==> config.mk <==
export PLATFORM = sky130hd
export DESIGN_NAME = dpp_top
export DESIGN_NICKNAME = d
export VERILOG_FILES = /design/src/hw/dpp_pkg.sv /design/src/hw/dpp_sync.sv /design/src/hw/dpp_top.sv
export SDC_FILE = /design/constraint.sdc
export NUM_CORES = 1
export LEC_CHECK = 0
export BUFFER_PORTS_ARGS = -buffer_cell sky130_fd_sc_hd__buf_4
export CELL_PAD_IN_SITES_DETAIL_PLACEMENT = 1
export CELL_PAD_IN_SITES_GLOBAL_PLACEMENT = 2
export CORE_MARGIN = 2
export CORE_UTILIZATION = 41
export CTS_BUF_LIST = sky130_fd_sc_hd__clkbuf_4
export CTS_CLUSTER_DIAMETER = 150
export CTS_CLUSTER_SIZE = 28
export DETAILED_ROUTE_END_ITERATION = 8
export HOLD_SLACK_MARGIN = 0.02
export PLACE_DENSITY_LB_ADDON = 0.1
export SKIP_CTS_REPAIR_TIMING = 1
export SLEW_MARGIN = 40
export SYNTH_ARGS = -nofsm -noshare
export SYNTH_HDL_FRONTEND = slang
export SYNTH_HIERARCHICAL = 1
export SYNTH_SLANG_ARGS = --single-unit
==> constraint.sdc <==
create_clock -name mclk_i -period 3.6 [get_ports mclk_i]
set_input_delay 0.72 -clock mclk_i [delete_from_list [all_inputs] [get_ports mclk_i]]
set_output_delay 0.72 -clock mclk_i [all_outputs]
set_load 0.01 [all_outputs]
==> src/hw/dpp_pkg.sv <==
// Shared types and timing constants of the dual parallel port.
// Assumes one 200 MHz clock; strobe, data, ack and busy pins synchronised in the top module.
package dpp_pkg;

  localparam int unsigned DATA_W     = 8;
  localparam int unsigned CLK_MHZ    = 200;
  // Host ACK pulse width in ns, and in cycles rounded up
  localparam int unsigned ACK_NS     = 500;
  localparam int unsigned ACK_CYC    = (ACK_NS * CLK_MHZ + 999) / 1000;
  // Printer data setup and strobe width in ns
  localparam int unsigned SETUP_NS   = 500;
  localparam int unsigned SETUP_CYC  = (SETUP_NS * CLK_MHZ + 999) / 1000;
  localparam int unsigned STB_NS     = 1000;
  localparam int unsigned STB_CYC    = (STB_NS * CLK_MHZ + 999) / 1000;
  localparam int unsigned CNT_W      = 16;
  localparam logic [1:0]  SYNC_AGREE = 2'h3;

  // Channel pin groups
  typedef struct packed {
    logic              strobe_n;
    logic [DATA_W-1:0] data;
  } dpp_byte_t;

  // Where a load is performed
  typedef enum logic [1:0] {
    DPP_LOAD_NONE,
    DPP_LOAD_PARALLEL,
    DPP_LOAD_SERIAL
  } dpp_route_t;

endpackage

==> src/hw/dpp_sync.sv <==
// Three-stage synchroniser with agreement filter for pin inputs.
// Assumes inputs are asynchronous to mclk_i.
`timescale 1ns/100ps
module dpp_sync #(
  parameter int unsigned W   = 1,
  parameter logic [W-1:0] RV = '0
) (
  // Clock and reset
  input  wire logic         mclk_i,
  input  wire logic         reset_i,
  // Pins and clean levels
  input  wire logic [W-1:0] pin_i,
  output logic      [W-1:0] level_o
);

  logic [W-1:0] s1_q;
  logic [W-1:0] s2_q;
  logic [W-1:0] s3_q;

  always_ff @(posedge mclk_i) begin
    if (reset_i) begin
      s1_q <= RV;
      s2_q <= RV;
      s3_q <= RV;
    end else begin
      s1_q <= pin_i;
      s2_q <= s1_q;
      s3_q <= s2_q;
    end
  end

  // Change counts only once second and third stages agree
  for (genvar i = 0; i < W; i++) begin : g_bit
    always_ff @(posedge mclk_i) begin
      if (reset_i) begin
        level_o[i] <= RV[i];
      end else if (s2_q[i] == s3_q[i]) begin
        level_o[i] <= s3_q[i];
      end
    end
  end

endmodule

==> src/hw/dpp_top.sv <==
// Holds the host input channel, printer output channel and load routing.
// Assumes the loader drains load bytes via ld_ready_i; serial path is
// external and only selected here.
`timescale 1ns/100ps
module dpp_top #(
  parameter int unsigned ACK_CYCLES   = dpp_pkg::ACK_CYC,
  parameter int unsigned SETUP_CYCLES = dpp_pkg::SETUP_CYC,
  parameter int unsigned STB_CYCLES   = dpp_pkg::STB_CYC
) (
  // Clock and reset
  input  wire logic              mclk_i,
  input  wire logic              reset_i,
  // Host input channel pins
  input  wire dpp_pkg::dpp_byte_t host_in_i,
  output logic                   host_ack_n_o,
  output logic                   host_busy_o,
  input  wire logic              host_pe_i,
  input  wire logic              host_err_i,
  // Printer output channel pins
  output dpp_pkg::dpp_byte_t     prn_out_o,
  input  wire logic              prn_ack_n_i,
  input  wire logic              prn_busy_i,
  input  wire logic              prn_pe_i,
  input  wire logic              prn_err_i,
  // Start-up mode and load control
  input  wire logic              hs_sel_i,
  input  wire logic              hs_sel_valid_i,
  input  wire logic              load_req_i,
  input  wire logic              load_done_i,
  input  wire logic              list_active_i,
  output dpp_pkg::dpp_route_t    load_route_o,
  output logic                   serial_fallback_o,
  // Load byte stream to the local loader
  output logic [dpp_pkg::DATA_W-1:0] ld_data_o,
  output logic                   ld_valid_o,
  input  wire logic              ld_ready_i
);

  ////////////////////////////////////////////////////////////////////
  // Pin synchronisers

  localparam int unsigned SW = dpp_pkg::DATA_W + 3;

  logic [SW-1:0] raw_w;
  logic [SW-1:0] clean_w;
  logic          h_stb_n;
  logic [dpp_pkg::DATA_W-1:0] h_data;
  logic          p_ack_n;
  logic          p_busy;
  logic          h_stb_n_q;
  logic          stb_fall;

  assign raw_w = {host_in_i.strobe_n, host_in_i.data,
                  prn_ack_n_i, prn_busy_i};

  // Idle strobe and ack high, busy assumed high until seen low
  dpp_sync #(
    .W  (SW),
    .RV ({1'h1, {dpp_pkg::DATA_W{1'h0}}, 1'h1, 1'h1})
  ) u_sync (
    .mclk_i  (mclk_i),
    .reset_i (reset_i),
    .pin_i   (raw_w),
    .level_o (clean_w)
  );

  assign {h_stb_n, h_data, p_ack_n, p_busy} = clean_w;

  // Paper-end and error are pulled up and carry no function
  logic unused_status;
  assign unused_status = host_pe_i ^ host_err_i ^ prn_pe_i ^ prn_err_i;

  always_ff @(posedge mclk_i) begin
    if (reset_i) begin
      h_stb_n_q <= 1'h1;
    end else begin
      h_stb_n_q <= h_stb_n;
    end
  end

  assign stb_fall = h_stb_n_q & ~h_stb_n;

  ////////////////////////////////////////////////////////////////////
  // Mode and load routing

  logic hs_mode_q;
  logic hs_done_q;
  logic loading_q;
  logic fwd_busy;

  // Mode is caught once after reset, never changed later
  always_ff @(posedge mclk_i) begin
    if (reset_i) begin
      hs_mode_q <= 1'h0;
      hs_done_q <= 1'h0;
    end else if (hs_sel_valid_i && !hs_done_q) begin
      hs_mode_q <= hs_sel_i;
      hs_done_q <= 1'h1;
    end
  end

  always_ff @(posedge mclk_i) begin
    if (reset_i) begin
      loading_q         <= 1'h0;
      load_route_o      <= dpp_pkg::DPP_LOAD_NONE;
      serial_fallback_o <= 1'h0;
    end else if (load_req_i && load_route_o == dpp_pkg::DPP_LOAD_NONE) begin
      if (!hs_mode_q) begin
        load_route_o <= dpp_pkg::DPP_LOAD_SERIAL;
      end else if (list_active_i || fwd_busy) begin
        load_route_o      <= dpp_pkg::DPP_LOAD_SERIAL;
        serial_fallback_o <= 1'h1;
      end else begin
        load_route_o <= dpp_pkg::DPP_LOAD_PARALLEL;
        loading_q    <= 1'h1;
      end
    end else if (load_done_i) begin
      loading_q         <= 1'h0;
      load_route_o      <= dpp_pkg::DPP_LOAD_NONE;
      serial_fallback_o <= 1'h0;
    end
  end

  ////////////////////////////////////////////////////////////////////
  // Host input channel

  typedef enum logic [2:0] {
    H_IDLE,
    H_HOLD,
    H_ACK,
    H_WAIT_HI
  } dpp_hst_t;

  dpp_hst_t                   h_st_q;
  logic [dpp_pkg::DATA_W-1:0] h_byte_q;
  logic                       h_to_load_q;
  logic [dpp_pkg::CNT_W-1:0]  h_cnt_q;
  logic                       byte_taken;
  logic                       fwd_take;

  // Consumed by loader or printer side, depending on destination
  assign byte_taken = h_to_load_q ? (ld_valid_o && ld_ready_i) : fwd_take;

  always_ff @(posedge mclk_i) begin
    if (reset_i) begin
      h_st_q       <= H_IDLE;
      host_busy_o  <= 1'h0;
      host_ack_n_o <= 1'h1;
      h_byte_q     <= '0;
      h_to_load_q  <= 1'h0;
      h_cnt_q      <= '0;
      ld_valid_o   <= 1'h0;
      ld_data_o    <= '0;
    end else begin
      unique case (h_st_q)
        H_IDLE: begin
          if (stb_fall) begin
            host_busy_o <= 1'h1;
            h_byte_q    <= h_data;
            h_to_load_q <= loading_q;
            ld_valid_o  <= loading_q;
            ld_data_o   <= h_data;
            h_st_q      <= H_HOLD;
          end
        end
        H_HOLD: begin
          // Busy held until byte is consumed; this stalls the host
          if (byte_taken) begin
            ld_valid_o   <= 1'h0;
            host_ack_n_o <= 1'h0;
            h_cnt_q      <= dpp_pkg::CNT_W'(ACK_CYCLES);
            h_st_q       <= H_ACK;
          end
        end
        H_ACK: begin
          if (h_cnt_q <= dpp_pkg::CNT_W'(1)) begin
            host_ack_n_o <= 1'h1;
            h_st_q       <= H_WAIT_HI;
          end else begin
            h_cnt_q <= h_cnt_q - dpp_pkg::CNT_W'(1);
          end
        end
        H_WAIT_HI: begin
          // Keep busy until strobe returns high, avoids a double take
          if (h_stb_n) begin
            host_busy_o <= 1'h0;
            h_st_q      <= H_IDLE;
          end
        end
      endcase
    end
  end

  ////////////////////////////////////////////////////////////////////
  // Printer output channel

  typedef enum logic [2:0] {
    P_IDLE,
    P_SETUP,
    P_STROBE,
    P_WAIT_ACK
  } dpp_pst_t;

  dpp_pst_t                  p_st_q;
  logic [dpp_pkg::CNT_W-1:0] p_cnt_q;

  // Forward only when idle; busy printer defers the handoff
  assign fwd_take = !h_to_load_q && h_st_q == H_HOLD &&
                    p_st_q == P_IDLE && !p_busy;
  assign fwd_busy = p_st_q != P_IDLE ||
                    (h_st_q != H_IDLE && !h_to_load_q);

  always_ff @(posedge mclk_i) begin
    if (reset_i) begin
      p_st_q             <= P_IDLE;
      p_cnt_q            <= '0;
      prn_out_o.strobe_n <= 1'h1;
      prn_out_o.data     <= '0;
    end else begin
      unique case (p_st_q)
        P_IDLE: begin
          if (fwd_take) begin
            prn_out_o.data <= h_byte_q;
            p_cnt_q        <= dpp_pkg::CNT_W'(SETUP_CYCLES);
            p_st_q         <= P_SETUP;
          end
        end
        P_SETUP: begin
          if (p_cnt_q <= dpp_pkg::CNT_W'(1)) begin
            prn_out_o.strobe_n <= 1'h0;
            p_cnt_q            <= dpp_pkg::CNT_W'(STB_CYCLES);
            p_st_q             <= P_STROBE;
          end else begin
            p_cnt_q <= p_cnt_q - dpp_pkg::CNT_W'(1);
          end
        end
        P_STROBE: begin
          if (p_cnt_q <= dpp_pkg::CNT_W'(1)) begin
            prn_out_o.strobe_n <= 1'h1;
            p_st_q             <= P_WAIT_ACK;
          end else begin
            p_cnt_q <= p_cnt_q - dpp_pkg::CNT_W'(1);
          end
        end
        P_WAIT_ACK: begin
          // Printer done when it acks or is no longer busy
          if (!p_ack_n || !p_busy) begin
            p_st_q <= P_IDLE;
          end
        end
      endcase
    end
  end

endmodule

==> results by group, run 1 <==
Run status
  • Outcome: completed

Finish
  • Layout cells sized above 1: 18.2%
  • Area grow syn2layout: 12.2%
  • Nets: 565
  • Area of the multi-input gates: 2230 µm²
  • Ant. Diodes: 0
  • Design Area, Final: 5120 µm²
  • Fillers: 1274
  • Flip-flop and latch area: 2160 µm²

Floorplan
  • Full die area: 12000 µm²
  • Die H: 110 µm
  • IO Pins: 46
  • Initial Utilization: 42.1%
  • Die W: 110 µm
  • Site row count: 38
  • Core Region: 10800 µm²

Setup path
  • Crit. End Element: register
  • Arrival time worst endpoint: 3.23 ns
  • CP Class: reg2reg
  • Crit path max fanout: 11
  • Data required, critical path: 4.03 ns
  • Critical Path Source Type: register

Route
  • DR iter-0 viols: 168
  • DR WL/cell: 14.6 µm
  • Antenna-violating nets left: 0
  • Detailed-route via count: 3604
  • Via/cell ratio: 5.36
  • Final routed DRC violation total: 0
  • Pre-antenna DRT Iters: 4
  • Overall routed net length: 9.82 mm

Synthesis
  • Gate Count Post-Synth: 489
  • Post-synth top flop: dfxtp_1
  • Ys async rst share: 0%
  • Synth Cell Area: 4570 µm²
  • EDFF count, synth: 0
  • Seq/Total Area, Yosys: 47.4%
  • Syn nets: 526
  • Yosys cell types: 64
  • Syn Area/Cell: 9.34 µm²
  • Synth Warn #: 6
  • #FFs+latches synth: 108

Pwr
  • PD cells: 715 nW/µm²
  • Tot Pwr: 3.66 mW
  • Static Leak: 1.99 nW
  • IR drop worst, VDD: 0.444 mV

GRT
  • Global-route wire length before repair: 16.4 mm
  • Congestion Overflow GR: 0
  • Vias in the first global route: 3452
  • GRT Util Overall: 17.4%
  • Largest net degree at the start of global routing: 67
  • Initial antenna violation count: 0

STA
  • FMAX: 357 MHz
  • Fin. max-slew vios: 0
  • Final min period: 2.80 ns
  • Slew headroom: 55.9%
  • RSZ-0062 raised after global routing: no
  • Clk_skew: 0.0169 ns
  • Setup violators final: 0
  • Final WS setup: 0.801 ns
  • Setup TNS Final: 0 ns
  • Final Hold Viols: 0
  • Worst-Margin Slew: 0.662 ns
  • Hold Slack: 0.385 ns
  • Tcrit/Tclk final: 77.8%

Placed design
  • Post-DP Area: 4980 µm²
  • Pre-CTS setup slack: 0.838 ns
  • Port Buffers: 41
  • Final HPWL DP: 6.93 mm
  • Final GP Congestion: 0.785

Clock tree
  • TritonCTS clock tree: done
  • Clock Sinks: 108
  • CTS buffer count: 9
  • CTS max path bufs: 2
  • Clk root buf: clkbuf_4
  • Clock Pin Slew Worst Setup and Hold Paths: 0.18 ns
  • H-tree levels: 3
  • Worst-Skew Late Latency: 0.50 ns

Run
  • Max Cap Violations: 0

Hold path
  • Worst Hold Class: in2reg
-- metal layers --
metal / global-route usage, % / routed length, µm / vias up
met5: 0 / 0 / -
li1: - / - / 1813
met4: 4.61 / 74 / 0
met1: 21.8 / 4880 / 1751
met3: 6.11 / 320 / 7
met2: 28.6 / 4550 / 33
-- state kept, by name, summed over array words and instances, names as in the netlist, 2 cells and up --
signal          cells
prn_out_o           9
load_route_o        2
h_st_q              2
h_byte_q            8
u_sync/s1_q        11
u_sync/s3_q        11
u_sync/s2_q        11
p_cnt_q            16
h_cnt_q            16
u_sync/level_o     11
p_st_q              2
-- area by class of cell --
type,count,share of cell area (%)
multi-input combinational,347,43.5
sequential,108,42.2
timing repair buffer,49,7.26
tap,140,3.42
clock inverter,7,1.37
clock buffer,9,1.32
inverter,13,0.953
-- synth_stat cells, types with 7 or more instances --
library cell	n	area [µm²]
a21oi_1	45	225
a31oi_1	7	43.8
clkbuf_1	9	33.8
dfxtp_1	108	2160
ha_1	14	175
inv_1	13	48.8
mux2i_1	18	180
nand2_1	30	113
nand3_1	7	35.0
nor2_1	50	188
nor2b_1	26	163
o21ai_0	25	125
o31ai_1	8	60.1
or2_1	9	56.3
or2_2	8	50.1
-- layout by cell type, fill, tap and decap left out, types with 4 or more instances in the layout --
cell type	count
buf_4	48
nor4_1	6
nand4_1	5
nor2b_1	26
or3_1	4
o21ai_0	25
a21oi_1	45
nand2_1	30
xor2_1	4
ha_1	14
o31ai_1	8
or4_2	5
nand3_1	7
inv_1	13
clkbuf_4	9
or2_1	9
or3_2	6
nor2_1	50
or4_1	4
dfxtp_1	108
or2_2	8
nor3_1	5
a31oi_1	7
mux2i_1	18
-- cell families after synthesis --
group,synth area share [%]
fa+ha+maj,3.84
xor+xnor,1.15
compound gates,17.0
mux,3.95
simple gates,22.7
flops,47.4
buf+inv,4.03
-- power by group --
group / total, mW / internal, mW / switching [mW]
sequential: 1.49 / 1.34 / 0.144
combinational: 1.57 / 0.640 / 0.926
clock: 0.609 / 0.161 / 0.448
-- worst max-delay path, cell delays in order, from the launching register on --
cell and delay [ns]:
dfxtp_1 0.40, inv_1 0.12, ha_1 0.18, or3b_1 0.40, a31oi_1 0.34, o31ai_4 0.19, buf_4 0.21, buf_6 0.14
or4b_2 0.60, a21oi_1 0.16
-- metrics by stage --
step	util (%)	cells
2_1_floorplan	-	489
3_3_place_gp	45.8	655
3_5_place_dp	46.0	657
4_1_cts	47.2	673
5_1_grt	47.2	673
6_report	47.2	673
-- path summary, 6_finish.rpt --
check,from,to,slack (ns),cells past startpoint
worst max register to register,p_st_q[0],h_cnt_q[3],0.80,9
worst max-delay path,p_st_q[0],h_cnt_q[3],0.80,9
worst min register to register,u_sync/s1_q[0],u_sync/s2_q[0],0.43,1
worst min-delay path,prn_ack_n_i,u_sync/s1_q[1],0.39,2
Note: power is estimated with default switching activity, not from simulation.
==> run 2: changes to the inputs <==
Settings changed: CORE_UTILIZATION 41 to 34.
Clock period 3.6 ns to 2.5 ns, I/O delays scaled along.
==> results by group, run 2 (synthesized netlist as in run 1, its figures left out) <==
Run status
  • Outcome: completed

Placed design
  • Post-DP Area: 5100 µm²
  • Pre-CTS setup slack: 0.0882 ns
  • Final HPWL DP: 7.40 mm
  • Final GP Congestion: 0.768
  • Port Buffers: 41

Clock tree
  • Worst-Skew Late Latency: 0.47 ns
  • CTS max path bufs: 2
  • Clock Pin Slew Worst Setup and Hold Paths: 0.17 ns
  • CTS buffer count: 9
  • Clk root buf: clkbuf_4
  • H-tree levels: 3
  • Clock Sinks: 108
  • TritonCTS clock tree: done

STA
  • Tcrit/Tclk final: 94.9%
  • RSZ-0062 raised after global routing: no
  • Hold Slack: 0.195 ns
  • Worst-Margin Slew: 0.626 ns
  • Final Hold Viols: 0
  • Final WS setup: 0.129 ns
  • Setup violators final: 0
  • Clk_skew: 0.00902 ns
  • Final min period: 2.37 ns
  • FMAX: 422 MHz
  • Setup TNS Final: 0 ns
  • Slew headroom: 58.3%
  • Fin. max-slew vios: 0

Route
  • Antenna-violating nets left: 0
  • DR WL/cell: 14.5 µm
  • Detailed-route via count: 3654
  • Pre-antenna DRT Iters: 4
  • Final routed DRC violation total: 0
  • DR iter-0 viols: 197
  • Overall routed net length: 10.4 mm
  • Via/cell ratio: 5.08

GRT
  • GRT Util Overall: 15.7%
  • Global-route wire length before repair: 18.4 mm
  • Initial antenna violation count: 1
  • Congestion Overflow GR: 0
  • Vias in the first global route: 3810
  • Largest net degree at the start of global routing: 66

Setup path
  • Data required, critical path: 2.92 ns
  • Crit. End Element: register
  • Arrival time worst endpoint: 2.79 ns
  • CP Class: reg2reg
  • CP startpoint: p_st_q[0]
  • R2r startpoint: p_st_q[0]
  • Crit path max fanout: 13
  • Max incr delay on CP: 0.62 ns
  • CP max-delay cell: or4_2
  • Cell Chain, Critical Path: inv_1 -> ha_2 -> or3b_4 -> a31oi_1 -> buf_4 -> o31ai_4 -> buf_6 -> or4_2 -> a21oi_2
  • Worst Path Buf+Inv: 3
  • Critical Path Source Type: register
  • Crit-path leading delay family: simple AND/OR/NAND/NOR gates

Hold path
  • Hold_sp: prn_ack_n_i
  • Worst Hold Class: in2reg

Pwr
  • Static Leak: 2.05 nW
  • IR drop worst, VDD: 0.384 mV
  • PD cells: 1040 nW/µm²

Finish
  • Area grow syn2layout: 15.6%
  • Design Area, Final: 5280 µm²
  • Flip-flop and latch area: 2160 µm²
  • Layout cells sized above 1: 20.8%
  • Area of the multi-input gates: 2240 µm²
  • Nets: 575
  • Commonest cells after routing, fill and taps aside: 106 x dfxtp_1, 57 x buf_4, 50 x nor2_1
  • Commonest non-fill, non-tap cell in the layout: dfxtp_1
  • Fillers: 1531
  • Biggest regs: h_cnt_q (16), p_cnt_q (16)

Floorplan
  • Initial Utilization: 34.6%
  • Die H: 120 µm
  • Die W: 120 µm
  • IO Pins: 46
  • Site row count: 42
  • Full die area: 14400 µm²
  • Core Region: 13200 µm²

Run
  • Max Cap Violations: 0
[run 2: cell types whose count changed in the layout (fill, tap and decap cells not counted), moves of 2 or more]
cell	previous run	this run
inv_6	0	3
inv_8	3	0
a21oi_1	45	43
a21oi_2	0	2
dfxtp_1	108	106
or3b_4	0	2
buf_4	48	57
dfxtp_2	0	2
[run 2: layout make-up]
class	instances	area share (%)
clock inverters	6	1.54
inverters	13	0.925
flip-flops and latches	108	41.0
well taps	176	4.17
repair buffers	59	8.54
multi-input cells	347	42.5
diodes	1	0.0474
clock buffers	9	1.28
[run 2: path summary, 6_finish.rpt]
path	endpoint	slack (ns)	cells past startpoint
setup / recovery	h_cnt_q[13]	0.13	9
hold / removal	u_sync/s1_q[1]	0.19	2
setup reg to reg	h_cnt_q[13]	0.13	9
hold reg to reg	u_sync/s2_q[0]	0.43	1
[run 2: per-stage QoR]
| stage | std cells | power [mW] | utilization, % |
|---|---|---|---|
| after floorplan | 489 | 3.92 | - |
| after detailed placement | 703 | 4.55 | 38.7 |
| final | 719 | 5.49 | 40.0 |
| after CTS | 718 | 5.52 | 39.8 |
| after global placement | 703 | 4.48 | 38.7 |
| after global routing | 719 | 5.96 | 40.0 |
[run 2: layer usage]
metal,up-vias,share of wire (%),GRT usage (%)
li1,1831,-,-
met1,1776,50,21.1
met2,34,46,25.3
met3,13,2.0,2.57
met4,0,1.8,6.40
met5,-,0,0
[run 2: power breakdown]
part           total, mW  switching, mW  internal, mW
Sequential          2.14          0.201          1.94
Clock              0.949          0.628         0.321
Combinational       2.40           1.40          1.01
==> run 3: changes to the inputs <==
Settings changed: CAP_MARGIN from default to 10, CELL_PAD_IN_SITES_DETAIL_PLACEMENT 1 to 2, MAX_ROUTING_LAYER from default to met4.
==> results by group, run 3 (synthesized netlist as in run 1, its figures left out) <==
STA
  • Final Hold Viols: 0
  • FMAX: 423 MHz
  • Slew headroom: 58.0%
  • Final WS setup: 0.138 ns
  • Worst-Margin Slew: 0.627 ns
  • Setup TNS Final: 0 ns
  • Final min period: 2.36 ns
  • Clk_skew: 0.0218 ns
  • RSZ-0062 raised after global routing: no
  • Setup violators final: 0
  • Tcrit/Tclk final: 94.5%
  • Fin. max-slew vios: 0

Route
  • Final routed DRC violation total: 0
  • Antenna-violating nets left: 0
  • Met2 routed WL: 5.94 mm
  • Pre-antenna DRT Iters: 3
  • Routed length on met3: 314 µm
  • DR iter-0 viols: 136
  • DR top layer: met4
  • Detailed-route via count: 3722
  • DRT met1 WL: 5.42 mm
  • DR WL/cell: 16.3 µm
  • Via/cell ratio: 5.17
  • Overall routed net length: 11.8 mm

Pwr
  • PD cells: 1050 nW/µm²
  • Static Leak: 2.06 nW
  • IR drop worst, VDD: 0.342 mV
  • Sw Pwr: 2.36 mW
  • Clock group share of total power: 17.2%
  • Int Pwr: 3.20 mW
  • Net Sw Frac: 42.5%
  • Power share of the sequential group: 38.6%
  • Combinational share of power: 44.2%
  • Tot Pwr: 5.56 mW

Placed design
  • Port Buffers: 41
  • Pre-CTS setup slack: 0.0711 ns
  • Final GP Congestion: 0.778
  • Final HPWL DP: 8.61 mm

Floorplan
  • Site row count: 42
  • Full die area: 14400 µm²
  • Initial Utilization: 34.6%
  • IO Pins: 46
  • Die W: 120 µm
  • Die H: 120 µm
  • Core Region: 13200 µm²

Finish
  • Commonest cells after routing, fill and taps aside: 107 x dfxtp_1, 58 x buf_4, 50 x nor2_1
  • Commonest non-fill, non-tap cell in the layout: dfxtp_1
  • Layout cells sized above 1: 21.0%
  • Nets: 576
  • Area grow syn2layout: 15.8%
  • Ant. Diodes: 0
  • Biggest regs: h_cnt_q (16), p_cnt_q (16)

Clock tree
  • Clock Sinks: 108
  • CTS buffer count: 9
  • TritonCTS clock tree: done
  • CTS max path bufs: 2
  • Worst-Skew Late Latency: 0.50 ns
  • H-tree levels: 3
  • Clk root buf: clkbuf_4
  • Clock Pin Slew Worst Setup and Hold Paths: 0.19 ns

GRT
  • Largest net degree at the start of global routing: 66
  • GRT Util Overall: 18.0%
  • Congestion Overflow GR: 0
  • Initial antenna violation count: 0
  • Vias in the first global route: 4002
  • Global-route wire length before repair: 20.1 mm

Setup path
  • Data required, critical path: 2.93 ns
  • RR Endpoint: h_cnt_q[11]
  • Crit path max fanout: 13
  • Crit. End Element: register
  • R2r startpoint: p_st_q[0]
  • Worst R2R Path Depth: 9
  • CP Class: reg2reg
  • Arrival time worst endpoint: 2.80 ns
  • Internal reg-to-reg setup slack: 0.14 ns
  • Critical Path Source Type: register

Hold path
  • Worst Hold Class: in2reg
  • Hold endpoint: u_sync/s1_q[1]
  • Hold_sp: prn_ack_n_i
  • Cell count of the worst hold path: 2

Run status
  • Outcome: completed

Run
  • Max Cap Violations: 0
run 3: critical path, stage by stage (launching register included):
cell and delay [ns]:
dfxtp_2 0.36, inv_1 0.09, ha_1 0.17, or3b_4 0.39, a31oi_1 0.14, buf_4 0.15
o31ai_4 0.07, buf_6 0.15, or4_2 0.62, a21oi_2 0.15
run 3: layout make-up:
| type | instances | area, µm² |
|---|---|---|
| Clock buffer | 9 | 67.6 |
| Clock inverter | 7 | 93.8 |
| Fill cell | 1462 | 7900 |
| Inverter | 13 | 48.8 |
| Multi-Input combinational cell | 347 | 2240 |
| Sequential cell | 108 | 2160 |
| Tap cell | 176 | 220 |
| Timing Repair Buffer | 60 | 458 |
run 3: power by group through the flow:
| stage | Combinational (mW) | Sequential [mW] | Clock, mW |
|---|---|---|---|
| after floorplan | 1.80 | 2.12 | 0 |
| after global placement | 2.32 | 2.16 | 0 |
| after detailed placement | 2.41 | 2.18 | 0 |
| after CTS | 2.44 | 2.15 | 1.01 |
| after global routing | 2.77 | 2.18 | 1.08 |
| final | 2.46 | 2.15 | 0.956 |
run 3: worst max path at each step:
stage,startpoint,endpoint,slack (ns),depth (start not counted)
after global placement,p_st_q[0],h_cnt_q[3],0.15,9
after detailed placement,p_st_q[0],h_cnt_q[13],0.07,9
after CTS,p_st_q[0],h_cnt_q[13],0.03,9
after floorplan,p_st_q[0],h_cnt_q[11],0.12,7
after global routing,p_st_q[0],h_cnt_q[3],0.02,9
final,p_st_q[0],h_cnt_q[11],0.14,9
run 3: stage by stage:
step / area (µm²) / hold slack (ns) / utilization (%) / instances
floorplan: 4570 / 0.383 / - / 489
global placement: 5100 / 0.387 / 38.7 / 703
detailed placement: 5100 / 0.404 / 38.7 / 703
CTS: 5260 / 0.109 / 39.9 / 719
global route: 5290 / 0.105 / 40.1 / 720
finish: 5290 / 0.167 / 40.1 / 720
run 3: metal layers:
metal / up-vias / track usage (%)
met5: - / -
met4: 0 / 3.97
met3: 8 / 4.80
met2: 38 / 30.5
met1: 1849 / 21.4
li1: 1827 / -
